`src/common/pwmos_defines.svh`:
```
// register map, field positions, reset values and timing for the pwm output stage
`ifndef PWMOS_DEFINES_SVH
`define PWMOS_DEFINES_SVH

`define PWMOS_ADDR_IOCTL      4'h0
`define PWMOS_ADDR_TBCTL      4'h4
`define PWMOS_ADDR_PERIOD     4'h8
`define PWMOS_ADDR_DUTY       4'hC

`define PWMOS_BIT_HIGH_OWNER  15
`define PWMOS_BIT_LOW_OWNER   14
`define PWMOS_BIT_HIGH_OVR    9
`define PWMOS_BIT_LOW_OVR     8
`define PWMOS_BIT_OVR_HIGH    1
`define PWMOS_BIT_OVR_LOW     0
`define PWMOS_BIT_ENABLE      15
`define PWMOS_BIT_EXT_RST_EN  0
`define PWMOS_BIT_RUNNING     14

`define PWMOS_IOCTL_RESET     16'h0000
`define PWMOS_TBCTL_RESET     16'h0000
`define PWMOS_PERIOD_RESET    16'h0064
`define PWMOS_DUTY_RESET      16'h0032

`define PWMOS_SYNC_NS         100
`define PWMOS_CLK_NS          20
`define PWMOS_SYNC_CYCLES     ((`PWMOS_SYNC_NS + `PWMOS_CLK_NS - 1) / `PWMOS_CLK_NS)

`define PWMOS_RESP_OKAY       2'b00
`define PWMOS_RESP_SLVERR     2'b10

`endif

```
`src/common/pwmos_pkg.sv`:
```
// types shared by the pwm output stage
package pwmos_pkg;
  typedef logic [15:0] pwmos_word_t;
  typedef enum logic [1:0] {PWMOS_PHASE_ON, PWMOS_PHASE_OFF} pwmos_phase_t;
endpackage

```
`src/common/pwmos_tb_if.sv`:
```
// time-base signals between the register top and the counter
`timescale 1ns/1ps
interface pwmos_tb_if;
  import pwmos_pkg::*;
  logic        enable;
  logic        ext_rst_en;
  logic        ext_rst;
  pwmos_word_t period;
  pwmos_word_t duty;
  logic        wave;
  logic        sync_pulse;
  logic        running;
  modport ctrl
  (
    output enable, ext_rst_en, ext_rst, period, duty,
    input  wave, sync_pulse, running
  );
  modport gen
  (
    input  enable, ext_rst_en, ext_rst, period, duty,
    output wave, sync_pulse, running
  );
endinterface

```
`src/design/pwmos_timebase.sv`:
```
// pwm time base: counter, waveform, external period reset and sync pulse
`timescale 1ns/1ps
`include "pwmos_defines.svh"
module pwmos_timebase
  import pwmos_pkg::*;
(
  input  wire logic clk,
  input  wire logic rst_n,
  pwmos_tb_if.gen   tb
);
  pwmos_word_t  count;
  pwmos_word_t  next_count;
  logic         armed;
  logic         next_armed;
  logic         wave;
  logic         next_wave;
  logic         sync_q;
  logic         next_sync_q;
  logic [3:0]   sync_cnt;
  logic [3:0]   next_sync_cnt;
  pwmos_phase_t phase;

  assign phase = (count < tb.duty) ? PWMOS_PHASE_ON : PWMOS_PHASE_OFF;

  // ==========================================================
  // next state
  always_comb
  begin
    next_count    = count;
    next_armed    = armed;
    next_wave     = 1'b0;
    next_sync_q   = 1'b0;
    next_sync_cnt = sync_cnt;
    if (!tb.enable)
    begin
      next_count    = 16'h0000;
      next_armed    = 1'b0;
      next_sync_cnt = 4'h0;
    end
    else
    begin
      // a request is only honoured if it first appears in the off part;
      // one held through the on part stays disarmed until released
      if (!tb.ext_rst || phase == PWMOS_PHASE_ON)
        next_armed = 1'b1;
      if (!tb.ext_rst && phase == PWMOS_PHASE_ON)
        next_armed = 1'b1;
      if (tb.ext_rst && phase == PWMOS_PHASE_ON)
        next_armed = 1'b0;
      if (tb.ext_rst_en && tb.ext_rst && armed && phase == PWMOS_PHASE_OFF)
      begin
        next_count = 16'h0000;
        next_armed = 1'b0;
      end
      else if (count >= tb.period)
        next_count = 16'h0000;
      else
        next_count = count + 16'h0001;
      next_wave = (next_count < tb.duty);
      if (next_count == 16'h0000)
        next_sync_cnt = 4'(`PWMOS_SYNC_CYCLES);
      else if (sync_cnt != 4'h0)
        next_sync_cnt = sync_cnt - 4'h1;
      next_sync_q = (next_sync_cnt != 4'h0);
    end
  end

  always_ff @(posedge clk or negedge rst_n)
  begin
    if (!rst_n)
    begin
      count    <= 16'h0000;
      armed    <= 1'b0;
      wave     <= 1'b0;
      sync_q   <= 1'b0;
      sync_cnt <= 4'h0;
    end
    else
    begin
      count    <= next_count;
      armed    <= next_armed;
      wave     <= next_wave;
      sync_q   <= next_sync_q;
      sync_cnt <= next_sync_cnt;
    end
  end

  assign tb.wave       = wave;
  assign tb.sync_pulse = sync_q;
  assign tb.running    = tb.enable;
endmodule

```
`src/design/pwmos_top.sv`:
```
// pwm output stage: axi4-lite registers, pin ownership, override and sync output
//
// The AXI4-Lite interface to the registers and the placing of the registers were left to the implementer.
`timescale 1ns/1ps
`include "pwmos_defines.svh"
module pwmos_top
  import pwmos_pkg::*;
(
  input  wire logic        SYS_CLK,
  input  wire logic        RESET_N,
  input  wire logic [3:0]  S_AXI_AWADDR,
  input  wire logic        S_AXI_AWVALID,
  output logic             S_AXI_AWREADY,
  input  wire logic [31:0] S_AXI_WDATA,
  input  wire logic [3:0]  S_AXI_WSTRB,
  input  wire logic        S_AXI_WVALID,
  output logic             S_AXI_WREADY,
  output logic [1:0]       S_AXI_BRESP,
  output logic             S_AXI_BVALID,
  input  wire logic        S_AXI_BREADY,
  input  wire logic [3:0]  S_AXI_ARADDR,
  input  wire logic        S_AXI_ARVALID,
  output logic             S_AXI_ARREADY,
  output logic [31:0]      S_AXI_RDATA,
  output logic [1:0]       S_AXI_RRESP,
  output logic             S_AXI_RVALID,
  input  wire logic        S_AXI_RREADY,
  input  wire logic        EXT_PERIOD_RESET,
  input  wire logic        GPIO_HIGH_OUT,
  input  wire logic        GPIO_LOW_OUT,
  output logic             PWM_HIGH_OUTPUT,
  output logic             PWM_LOW_OUTPUT,
  output logic             SECONDARY_SYNC_OUTPUT
);
  pwmos_tb_if  tbi ();

  pwmos_word_t ioctl;
  pwmos_word_t next_ioctl;
  pwmos_word_t tbctl;
  pwmos_word_t next_tbctl;
  pwmos_word_t period;
  pwmos_word_t next_period;
  pwmos_word_t duty;
  pwmos_word_t next_duty;
  logic [3:0]  aw_addr;
  logic [3:0]  next_aw_addr;
  logic        aw_full;
  logic        next_aw_full;
  logic [31:0] w_data;
  logic [31:0] next_w_data;
  logic [3:0]  w_strb;
  logic [3:0]  next_w_strb;
  logic        w_full;
  logic        next_w_full;
  logic        bvalid;
  logic        next_bvalid;
  logic [1:0]  bresp;
  logic [1:0]  next_bresp;
  logic        rvalid;
  logic        next_rvalid;
  logic [31:0] rdata;
  logic [31:0] next_rdata;
  logic [1:0]  rresp;
  logic [1:0]  next_rresp;
  logic        ext_meta;
  logic        ext_sync;
  logic        gh_meta;
  logic        gh_sync;
  logic        gl_meta;
  logic        gl_sync;
  logic        out_high;
  logic        next_out_high;
  logic        out_low;
  logic        next_out_low;
  logic        sync_out;

  // ==========================================================
  // pin synchronisers
  always_ff @(posedge SYS_CLK or negedge RESET_N)
  begin
    if (!RESET_N)
    begin
      ext_meta <= 1'b0;
      ext_sync <= 1'b0;
      gh_meta  <= 1'b0;
      gh_sync  <= 1'b0;
      gl_meta  <= 1'b0;
      gl_sync  <= 1'b0;
    end
    else
    begin
      ext_meta <= EXT_PERIOD_RESET;
      ext_sync <= ext_meta;
      gh_meta  <= GPIO_HIGH_OUT;
      gh_sync  <= gh_meta;
      gl_meta  <= GPIO_LOW_OUT;
      gl_sync  <= gl_meta;
    end
  end

  // ==========================================================
  // time base
  assign tbi.enable     = tbctl[`PWMOS_BIT_ENABLE];
  assign tbi.ext_rst_en = tbctl[`PWMOS_BIT_EXT_RST_EN];
  assign tbi.ext_rst    = ext_sync;
  assign tbi.period     = period;
  assign tbi.duty       = duty;

  pwmos_timebase u_timebase
  (
    .clk   (SYS_CLK),
    .rst_n (RESET_N),
    .tb    (tbi)
  );

  // ==========================================================
  // axi4-lite slave; write response after both address and data are held
  function automatic pwmos_word_t merge(input pwmos_word_t old, input logic [31:0] d,
                                        input logic [3:0] s);
    pwmos_word_t r;
    r = old;
    if (s[0])
      r[7:0] = d[7:0];
    if (s[1])
      r[15:8] = d[15:8];
    return r;
  endfunction

  always_comb
  begin
    next_aw_addr = aw_addr;
    next_aw_full = aw_full;
    next_w_data  = w_data;
    next_w_strb  = w_strb;
    next_w_full  = w_full;
    next_bvalid  = bvalid;
    next_bresp   = bresp;
    next_ioctl   = ioctl;
    next_tbctl   = tbctl;
    next_period  = period;
    next_duty    = duty;
    next_rvalid  = rvalid;
    next_rdata   = rdata;
    next_rresp   = rresp;
    if (S_AXI_AWVALID && S_AXI_AWREADY)
    begin
      next_aw_addr = S_AXI_AWADDR;
      next_aw_full = 1'b1;
    end
    if (S_AXI_WVALID && S_AXI_WREADY)
    begin
      next_w_data = S_AXI_WDATA;
      next_w_strb = S_AXI_WSTRB;
      next_w_full = 1'b1;
    end
    if (bvalid && S_AXI_BREADY)
      next_bvalid = 1'b0;
    if (aw_full && w_full && !bvalid)
    begin
      next_aw_full = 1'b0;
      next_w_full  = 1'b0;
      next_bvalid  = 1'b1;
      next_bresp   = `PWMOS_RESP_OKAY;
      unique case (aw_addr)
        `PWMOS_ADDR_IOCTL:  next_ioctl  = merge(ioctl, w_data, w_strb);
        `PWMOS_ADDR_TBCTL:  next_tbctl  = merge(tbctl, w_data, w_strb);
        `PWMOS_ADDR_PERIOD: next_period = merge(period, w_data, w_strb);
        `PWMOS_ADDR_DUTY:   next_duty   = merge(duty, w_data, w_strb);
        default:            next_bresp  = `PWMOS_RESP_SLVERR;
      endcase
    end
    if (rvalid && S_AXI_RREADY)
      next_rvalid = 1'b0;
    if (S_AXI_ARVALID && S_AXI_ARREADY)
    begin
      next_rvalid = 1'b1;
      next_rresp  = `PWMOS_RESP_OKAY;
      unique case (S_AXI_ARADDR)
        `PWMOS_ADDR_IOCTL:  next_rdata = {16'h0000, ioctl};
        // running flag is the time base's enable input passed back, a copy of tbctl bit 15
        `PWMOS_ADDR_TBCTL:  next_rdata = {16'h0000, tbctl[15], tbi.running, tbctl[13:0]};
        `PWMOS_ADDR_PERIOD: next_rdata = {16'h0000, period};
        `PWMOS_ADDR_DUTY:   next_rdata = {16'h0000, duty};
        default:
        begin
          next_rdata = 32'h00000000;
          next_rresp = `PWMOS_RESP_SLVERR;
        end
      endcase
    end
  end

  assign S_AXI_AWREADY = !aw_full;
  assign S_AXI_WREADY  = !w_full;
  assign S_AXI_ARREADY = !rvalid;
  assign S_AXI_BVALID  = bvalid;
  assign S_AXI_BRESP   = bresp;
  assign S_AXI_RVALID  = rvalid;
  assign S_AXI_RDATA   = rdata;
  assign S_AXI_RRESP   = rresp;

  always_ff @(posedge SYS_CLK or negedge RESET_N)
  begin
    if (!RESET_N)
    begin
      aw_addr <= 4'h0;
      aw_full <= 1'b0;
      w_data  <= 32'h00000000;
      w_strb  <= 4'h0;
      w_full  <= 1'b0;
      bvalid  <= 1'b0;
      bresp   <= 2'b00;
      rvalid  <= 1'b0;
      rdata   <= 32'h00000000;
      rresp   <= 2'b00;
      ioctl   <= `PWMOS_IOCTL_RESET;
      tbctl   <= `PWMOS_TBCTL_RESET;
      period  <= `PWMOS_PERIOD_RESET;
      duty    <= `PWMOS_DUTY_RESET;
    end
    else
    begin
      aw_addr <= next_aw_addr;
      aw_full <= next_aw_full;
      w_data  <= next_w_data;
      w_strb  <= next_w_strb;
      w_full  <= next_w_full;
      bvalid  <= next_bvalid;
      bresp   <= next_bresp;
      rvalid  <= next_rvalid;
      rdata   <= next_rdata;
      rresp   <= next_rresp;
      ioctl   <= next_ioctl;
      tbctl   <= next_tbctl;
      period  <= next_period;
      duty    <= next_duty;
    end
  end

  // ==========================================================
  // output stage; a stopped module drives its pwm-owned pins low, or to the override level where an override bit is set
  always_comb
  begin
    next_out_high = tbi.wave;
    next_out_low  = tbi.enable & ~tbi.wave;
    if (ioctl[`PWMOS_BIT_HIGH_OVR])
      next_out_high = ioctl[`PWMOS_BIT_OVR_HIGH];
    if (ioctl[`PWMOS_BIT_LOW_OVR])
      next_out_low = ioctl[`PWMOS_BIT_OVR_LOW];
    if (!ioctl[`PWMOS_BIT_HIGH_OWNER])
      next_out_high = gh_sync;
    if (!ioctl[`PWMOS_BIT_LOW_OWNER])
      next_out_low = gl_sync;
  end

  always_ff @(posedge SYS_CLK or negedge RESET_N)
  begin
    if (!RESET_N)
    begin
      out_high <= 1'b0;
      out_low  <= 1'b0;
      sync_out <= 1'b0;
    end
    else
    begin
      out_high <= next_out_high;
      out_low  <= next_out_low;
      sync_out <= tbi.sync_pulse;
    end
  end

  assign PWM_HIGH_OUTPUT       = out_high;
  assign PWM_LOW_OUTPUT        = out_low;
  assign SECONDARY_SYNC_OUTPUT = sync_out;
endmodule

```
`config.mk`:
```
export PLATFORM = sky130hd
export DESIGN_NAME = pwmos_top
export DESIGN_NICKNAME = d
export VERILOG_FILES = /design/src/common/pwmos_pkg.sv /design/src/common/pwmos_tb_if.sv /design/src/design/pwmos_timebase.sv /design/src/design/pwmos_top.sv
export VERILOG_INCLUDE_DIRS = /design/src /design/src/common
export SDC_FILE = /design/constraint.sdc
export NUM_CORES = 1
export LEC_CHECK = 0
export BUFFER_PORTS_ARGS = -buffer_cell sky130_fd_sc_hd__buf_4
export CAP_MARGIN = 30
export CORE_ASPECT_RATIO = 1.4
export CORE_UTILIZATION = 54
export CTS_BUF_LIST = sky130_fd_sc_hd__clkbuf_4
export DETAILED_ROUTE_END_ITERATION = 7
export GPL_ROUTABILITY_DRIVEN = 1
export PLACE_DENSITY = 0.78
export REMOVE_ABC_BUFFERS = 1
export SKIP_CTS_REPAIR_TIMING = 1
export SLEW_MARGIN = 20
export SYNTH_ARGS = -nofsm -noshare
export SYNTH_HDL_FRONTEND = slang
export SYNTH_SLANG_ARGS = --single-unit
```
`constraint.sdc`:
```
create_clock -name SYS_CLK -period 3.5 [get_ports SYS_CLK]
set_input_delay 0.525 -clock SYS_CLK [delete_from_list [all_inputs] [get_ports SYS_CLK]]
set_output_delay 0.525 -clock SYS_CLK [all_outputs]
set_load 0.05 [all_outputs]
```
==> summary.md, run 1 <==
| Metric | Value |
|---|---|
| Failing checks | `negative setup slack` |
| Synth async-reset ratio | `100%` |
| Area growth syn-to-layout | `19.7%` |
| Crit path from | `duty[1]$_DFFE_PN1P_` |
| Final instance area | `0.00857 sq mm` |
| Reg clk slew, reported paths | `0.12 ns` |
| First-pass GRT wire length | `28.3 mm` |
| Fraction of layout cells with a size suffix above 1 | `33.7%` |
| CTS tree | `yes` |
| Final Max Slew Viols | `0` |
| Most frequent cells in the layout | `133 x dfrtp_1, 122 x buf_4, 84 x mux2_2, 46 x inv_1, 45 x nor2_1` |
| Worst path cell trace | `inv_2, ha_4, a2111o_1, a311oi_2, a21oi_2, or3_4, buf_6, buf_4, nor2_2, ha_1, a21o_1, a2111oi_2, o31ai_1, a41oi_1` |
| Fillers | `961` |
| Critical path launch point type | `flop` |
| Setup slack at placement | `-0.263 ns` |
| #FFs+latches synth | `139` |
| Yosys cell types | `57` |
| Clock buffer depth | `2` |
| Die Ht | `138 um` |
| FP Rows | `49` |
| Layout Nets | `869` |
| Cell count after synthesis | `644` |
| Worst setup margin | `-0.158 ns` |
| RePlAce Congestion | `0.937` |
| Synth warn | `0` |
| Final min period | `3.66 ns` |
| Vias after detailed routing | `5459` |
| Later-pin clock latency in the skew report | `0.55 ns` |
| Pwr/cell area | `609 mW/mm^2` |
| Slowest CP cell | `dfstp_2` |
| Largest net degree at the start of global routing | `78` |
| WL/cell | `18.7 um` |
| Num CTS Buffers | `17` |
| Avg Cell Area, Syn | `11.1 sq um` |
| Util after Layout | `66.6%` |
| Crit-path max FO | `5` |
| Fin. Hold Viols | `0` |
| H-tree Lvls | `4` |
| Via density | `5.84` |
| Outcome | `complete, but fails checks` |
| Core Region | `0.0129 sq mm` |
| Worst r2r path cells | `14` |
| Total grt overflow | `0` |
| Cell Count, Final, Fillers Out | `935` |
| Die width | `99.3 um` |
| CP Capture Point | `u_timebase.tb.wave$_DFF_PN0_` |
| Final period util | `105%` |
| Reg2reg setup slack | `-0.16 ns` |
| Worst Tran Pin Value | `0.709 ns` |
| WS Path Type | `reg -> reg` |
| Synth Flop Type | `dfrtp_1` |
| Routed Wire Length | `17.5 mm` |
| All-Layer GR Usage | `26.9%` |
| Hold slack | `0.0768 ns` |
| Data required, critical path | `3.96 ns` |
| Clk root buf | `clkbuf_4` |
| Die Footprint | `0.0137 sq mm` |
| Delay of the slowest cell on the worst path | `0.57 ns` |
| Post-DP HPWL | `12.9 mm` |
| Hold Path Class | `in -> reg` |
| Antenna violations before repair | `1` |
| Num Clock Sinks | `139` |
| Dpl cells | `896` |
| Sequential share of the synthesized area | `48.7%` |
| First-pass DRT Iterations | `5` |
| Initial core utilization | `55.6%` |
| Synthesized area | `0.00716 sq mm` |
| ANT nets after route | `0` |
| I/O Buffers | `61` |
| Achievable Freq | `273 MHz` |
| Dpl cell area | `0.00814 sq mm` |
| P_leak | `0.00413 uW` |
| Max_slew headroom | `52.7%` |
| Worst R2R Start | `duty[1]$_DFFE_PN1P_` |
| I/O pin cnt | `98` |
| WP data arrival | `4.11 ns` |
| DRC | `0` |
| Fin Clk Skew | `0.0219 ns` |
| Post-synth EDFFs | `0` |
| Maxcap violations | `0` |
| VDD IR max | `0.548 mV` |
| Vias in the first global route | `5683` |
| Setup-failing EPs final | `1` |
| CP endpoint kind | `flop` |
| Number of DRC markers in iteration 0 | `237` |
| R2r endpoint | `u_timebase.tb.wave$_DFF_PN0_` |
| RSZ-0062 raised after global routing | `yes` |
| Commonest non-fill, non-tap cell in the layout | `dfrtp_1` |
==> critical path, delay by kind of cell (launching register included) <==
kind / cells / cell delay [ns]
compound gates: 7 / 1.71
fa+ha+maj: 2 / 0.45
simple gates: 2 / 0.50
buf+inv: 3 / 0.33
flops: 1 / 0.57
==> metrics by stage <==
| step | TNS (ns) | power (uW) |
|---|---|---|
| CTS | -0.320 | 5160 |
| detailed placement | -0.263 | 4090 |
| floorplan | 0 | 3390 |
| global placement | -0.171 | 3980 |
| global route | -0.318 | 5500 |
| finish | -0.158 | 5220 |
==> power by group <==
group	internal (uW)	switching, uW
sequential	2030	371
combinational	796	935
clock	504	578
total	3330	1880
==> cell families after synthesis <==
logic type,Yosys count,synth area share [%]
AND/OR/NAND/NOR,152,10.5
flip-flops,139,48.7
AO/OA/AOI/OAI,116,11.2
multiplexers,87,13.6
buffers and inverters,85,5.63
adder cells (fa/ha/maj),47,8.22
XOR/XNOR,17,2.08
other,1,0.0524
==> synth_stat cells, drive strengths merged, types with 2 or more instances <==
cell | number | area [sq um]
xor2 | 6 | 52.6
o31ai | 2 | 15.0
or2 | 2 | 12.5
buf | 23 | 170
o21a | 4 | 30.0
mux2 | 84 | 946
nand2b | 4 | 32.5
clkbuf | 15 | 56.3
nor3 | 7 | 35.0
nand4 | 17 | 106
xnor2 | 11 | 96.3
and2 | 3 | 18.8
a311oi | 3 | 26.3
dfstp | 6 | 158
nor4 | 5 | 31.3
mux2i | 3 | 30.0
nand3 | 14 | 70.1
nor2 | 48 | 180
o21ai | 31 | 155
a21oi | 21 | 105
nand2 | 35 | 131
a21o | 7 | 52.6
a22oi | 4 | 30.0
or3 | 4 | 30.0
and4 | 2 | 17.5
inv | 47 | 176
nor3b | 2 | 15.0
a21boi | 2 | 15.0
nor2b | 2 | 12.5
ha | 47 | 588
a221oi | 15 | 131
a22o | 16 | 140
nor4b | 2 | 17.5
dfrtp | 133 | 3330
==> worst min path at each step <==
| stage | from | endpoint | slack, ns | depth (start not counted) |
|---|---|---|---|---|
| finish | GPIO_LOW_OUT | gl_meta$_DFF_PN0_ | 0.08 | 1 |
| global route | GPIO_LOW_OUT | gl_meta$_DFF_PN0_ | 0.04 | 1 |
| CTS | RESET_N | ioctl[12]$_DFFE_PN0P_ | -0.10 | 1 |
| detailed placement | u_timebase.tb.sync_pulse$_DFF_PN0_ | SECONDARY_SYNC_OUTPUT$_DFF_PN0_ | 0.34 | 0 |
| global placement | u_timebase.tb.sync_pulse$_DFF_PN0_ | SECONDARY_SYNC_OUTPUT$_DFF_PN0_ | 0.33 | 0 |
| floorplan | RESET_N | PWM_HIGH_OUTPUT$_DFF_PN0_ | 0.23 | 0 |
==> layer usage <==
layer / part of all wire, % / track usage [%]
met1: 40 / 32.3
met2: 53 / 47.5
met3: 3.8 / 4.70
met4: 3.1 / 10.5
met5: 0 / 0
==> final cells by class <==
| cell class | instances | area [sq um] | share of cell area [%] |
|---|---|---|---|
| diodes | 1 | 2.50 | 0.0292 |
| clock buffers | 19 | 143 | 1.66 |
| clock inverters | 13 | 150 | 1.75 |
| inverters | 47 | 176 | 2.06 |
| multi-input cells | 437 | 3440 | 40.2 |
| flip-flops and latches | 139 | 3490 | 40.7 |
| well taps | 153 | 191 | 2.23 |
| repair buffers | 126 | 976 | 11.4 |
==> flip-flops by register name, summed over array words and instances (netlist names), 2 cells and up <==
name / flops
S_AXI_RDATA: 16
duty: 16
ioctl: 16
period: 16
u_timebase.count: 16
w_data: 16
tbctl: 15
aw_addr: 4
u_timebase.sync_cnt: 4
w_strb: 2
Note: power is estimated with default switching activity, not from simulation.
==> inputs of run 2 (changes only) <==
--- a/config.mk
+++ b/config.mk
@@ -8,7 +8,7 @@
 export LEC_CHECK = 0
 export BUFFER_PORTS_ARGS = -buffer_cell sky130_fd_sc_hd__buf_4
 export CAP_MARGIN = 30
-export CORE_ASPECT_RATIO = 1.4
+export CORE_ASPECT_RATIO = 2
 export CORE_UTILIZATION = 54
 export CTS_BUF_LIST = sky130_fd_sc_hd__clkbuf_4
 export DETAILED_ROUTE_END_ITERATION = 7
==> run 2 against run 1 <==
  * The flow still finishes with violations (negative setup slack)
  * Routed wire length increased by 1.2%
  * Largest cell class unchanged
  * Critical path depth up 2
  * Critical endpoint unchanged
  * Core utilization up 0.71 points
  * Hold slack got worse by 0.047 ns
  * Global-route usage increased by 0.20 points
  * Clock-buffer cell count fell by 2
  * First-iteration DRC count is 6.3% lower
  * Clock skew fell by 0.0011 ns
==> summary.md, run 2 (same netlist as run 1, synthesis figures left out) <==
| Metric | Value |
|---|---|
| Outcome | `complete, but fails checks` |
| Failing checks | `negative setup slack` |
| Later-pin clock latency in the skew report | `0.53 ns` |
| WP data arrival | `4.25 ns` |
| Crit-path max FO | `7` |
| Worst r2r path cells | `16` |
| Via density | `5.69` |
| M1 GR Usage | `29.4%` |
| Achievable Freq | `263 MHz` |
| WL/cell | `18.6 um` |
| VDD IR max | `0.601 mV` |
| Die width | `83.4 um` |
| I/O Buffers | `61` |
| Tot Pwr | `5260 uW` |
| RePlAce Congestion | `0.872` |
| Fraction of layout cells with a size suffix above 1 | `36.5%` |
| P_leak | `0.00423 uW` |
| Delay of the slowest cell on the worst path | `0.57 ns` |
| Clk root buf | `clkbuf_4` |
| Final min period | `3.80 ns` |
| Fin Clk Skew | `0.0208 ns` |
| Setup-failing EPs final | `1` |
| Area growth syn-to-layout | `22.1%` |
| WS Path Type | `reg -> reg` |
| Commonest non-fill, non-tap cell in the layout | `buf_4` |
| All-Layer GR Usage | `27.1%` |
| Final Max Slew Viols | `0` |
| Setup slack at placement | `-0.653 ns` |
| First-pass GRT wire length | `28.6 mm` |
| Layout Nets | `891` |
| Hold Path Class | `in -> async` |
| Num Clock Sinks | `139` |
| Layer with the highest usage | `met2` |
| CTS tree | `yes` |
| Initial core utilization | `55.1%` |
| Crit path from | `duty[1]$_DFFE_PN1P_` |
| Maxcap violations | `0` |
| Slowest CP cell | `dfstp_2` |
| Num CTS Buffers | `17` |
| Pwr/cell area | `602 mW/mm^2` |
| Vias after detailed routing | `5435` |
| FP Rows | `59` |
| Routed Wire Length | `17.7 mm` |
| Dpl cell area | `0.00831 sq mm` |
| Setup TNS | `-0.298 ns` |
| GR Util met2 | `50.6%` |
| Clock buffer depth | `2` |
| Number of DRC markers in iteration 0 | `222` |
| GR Util met3 | `3.70%` |
| Reg2reg setup slack | `-0.30 ns` |
| Worst path bufs/invs | `3` |
| Dpl cells | `919` |
| Worst Tran Pin Value | `0.828 ns` |
| Die Footprint | `0.0137 sq mm` |
| Largest net degree at the start of global routing | `90` |
| Top delay family on crit path | `compound AO/OA/AOI/OAI gates` |
| Reg clk slew, reported paths | `0.13 ns` |
| Post-DP HPWL | `13.2 mm` |
| Most frequent cells in the layout | `145 x buf_4, 132 x dfrtp_1, 84 x mux2_2, 45 x inv_1, 45 x nor2_1` |
| First-pass DRT Iterations | `4` |
| Antenna violations before repair | `1` |
| CP endpoint kind | `flop` |
| Final instance area | `0.00874 sq mm` |
| Total grt overflow | `0` |
| Vias in the first global route | `5778` |
| Final period util | `109%` |
| R2r endpoint | `u_timebase.tb.wave$_DFF_PN0_` |
| RSZ-0062 raised after global routing | `yes` |
| Worst path cell trace | `inv_2, ha_4, a2111o_1, a311oi_2, a21oi_2, or3_4, buf_6, nor2_4, ha_4, a21o_1, a21oi_2, nor2_1, a2111oi_2, buf_4, o31ai_4, a41oi_2` |
| Max_slew headroom | `44.8%` |
| Worst setup margin | `-0.298 ns` |
| Die Ht | `165 um` |
| Data required, critical path | `3.96 ns` |
| Cell Count, Final, Fillers Out | `955` |
| Worst R2R Start | `duty[1]$_DFFE_PN1P_` |
| I/O pin cnt | `98` |
| DRC | `0` |
| Critical path launch point type | `flop` |
| H-tree Lvls | `4` |
| Core Region | `0.0130 sq mm` |
| ANT nets after route | `0` |
| Fin. Hold Viols | `0` |
[run 2: cell count changes in the layout (fill, tap and decap cells not counted), sizes merged]
cell         change
buf             +23
bufinv           -2
clkbuf           -2
clkinv           -3
dlygate4sd3      -1
inv              +6
[run 2: routing by layer]
layer | vias up | wire length, um | share of wire [%]
met5 | - | 0 | 0
met4 | 0 | 658 | 3.7
met3 | 38 | 567 | 3.2
met2 | 143 | 9850 | 56
met1 | 2683 | 6660 | 38
li1 | 2571 | - | -
[run 2: layout make-up]
type                            instances  area, sq um
Antenna cell                            1         2.50
Clock buffer                           17          128
Clock inverter                         14          153
Fill cell                             983         4250
Inverter                               47          176
Multi-Input combinational cell        437         3470
Sequential cell                       139         3490
Tap cell                              152          190
Timing Repair Buffer                  148         1130
[run 2: per-stage QoR]
stage          hold slack (ns)  util [%]
3_5_place_dp             0.336      63.9
5_1_grt                 0.0223      67.3
3_3_place_gp             0.332      63.9
2_1_floorplan            0.229         -
6_report                0.0293      67.3
4_1_cts                 0.0351      66.1
[run 2: power breakdown]
group / internal (uW) / total [uW] / switching (uW)
Sequential: 2030 / 2390 / 356
Combinational: 868 / 1820 / 955
Clock: 380 / 1050 / 670
Total: 3280 / 5260 / 1980
[run 2: how the worst max path moves through the flow]
| stage | endpoint | cells after the start |
|---|---|---|
| after floorplan | u_timebase.tb.wave$_DFF_PN0_ | 15 |
| after global placement | u_timebase.tb.wave$_DFF_PN0_ | 16 |
| after detailed placement | u_timebase.tb.wave$_DFF_PN0_ | 16 |
| after CTS | u_timebase.tb.wave$_DFF_PN0_ | 16 |
| after global routing | u_timebase.tb.wave$_DFF_PN0_ | 16 |
| final | u_timebase.tb.wave$_DFF_PN0_ | 16 |
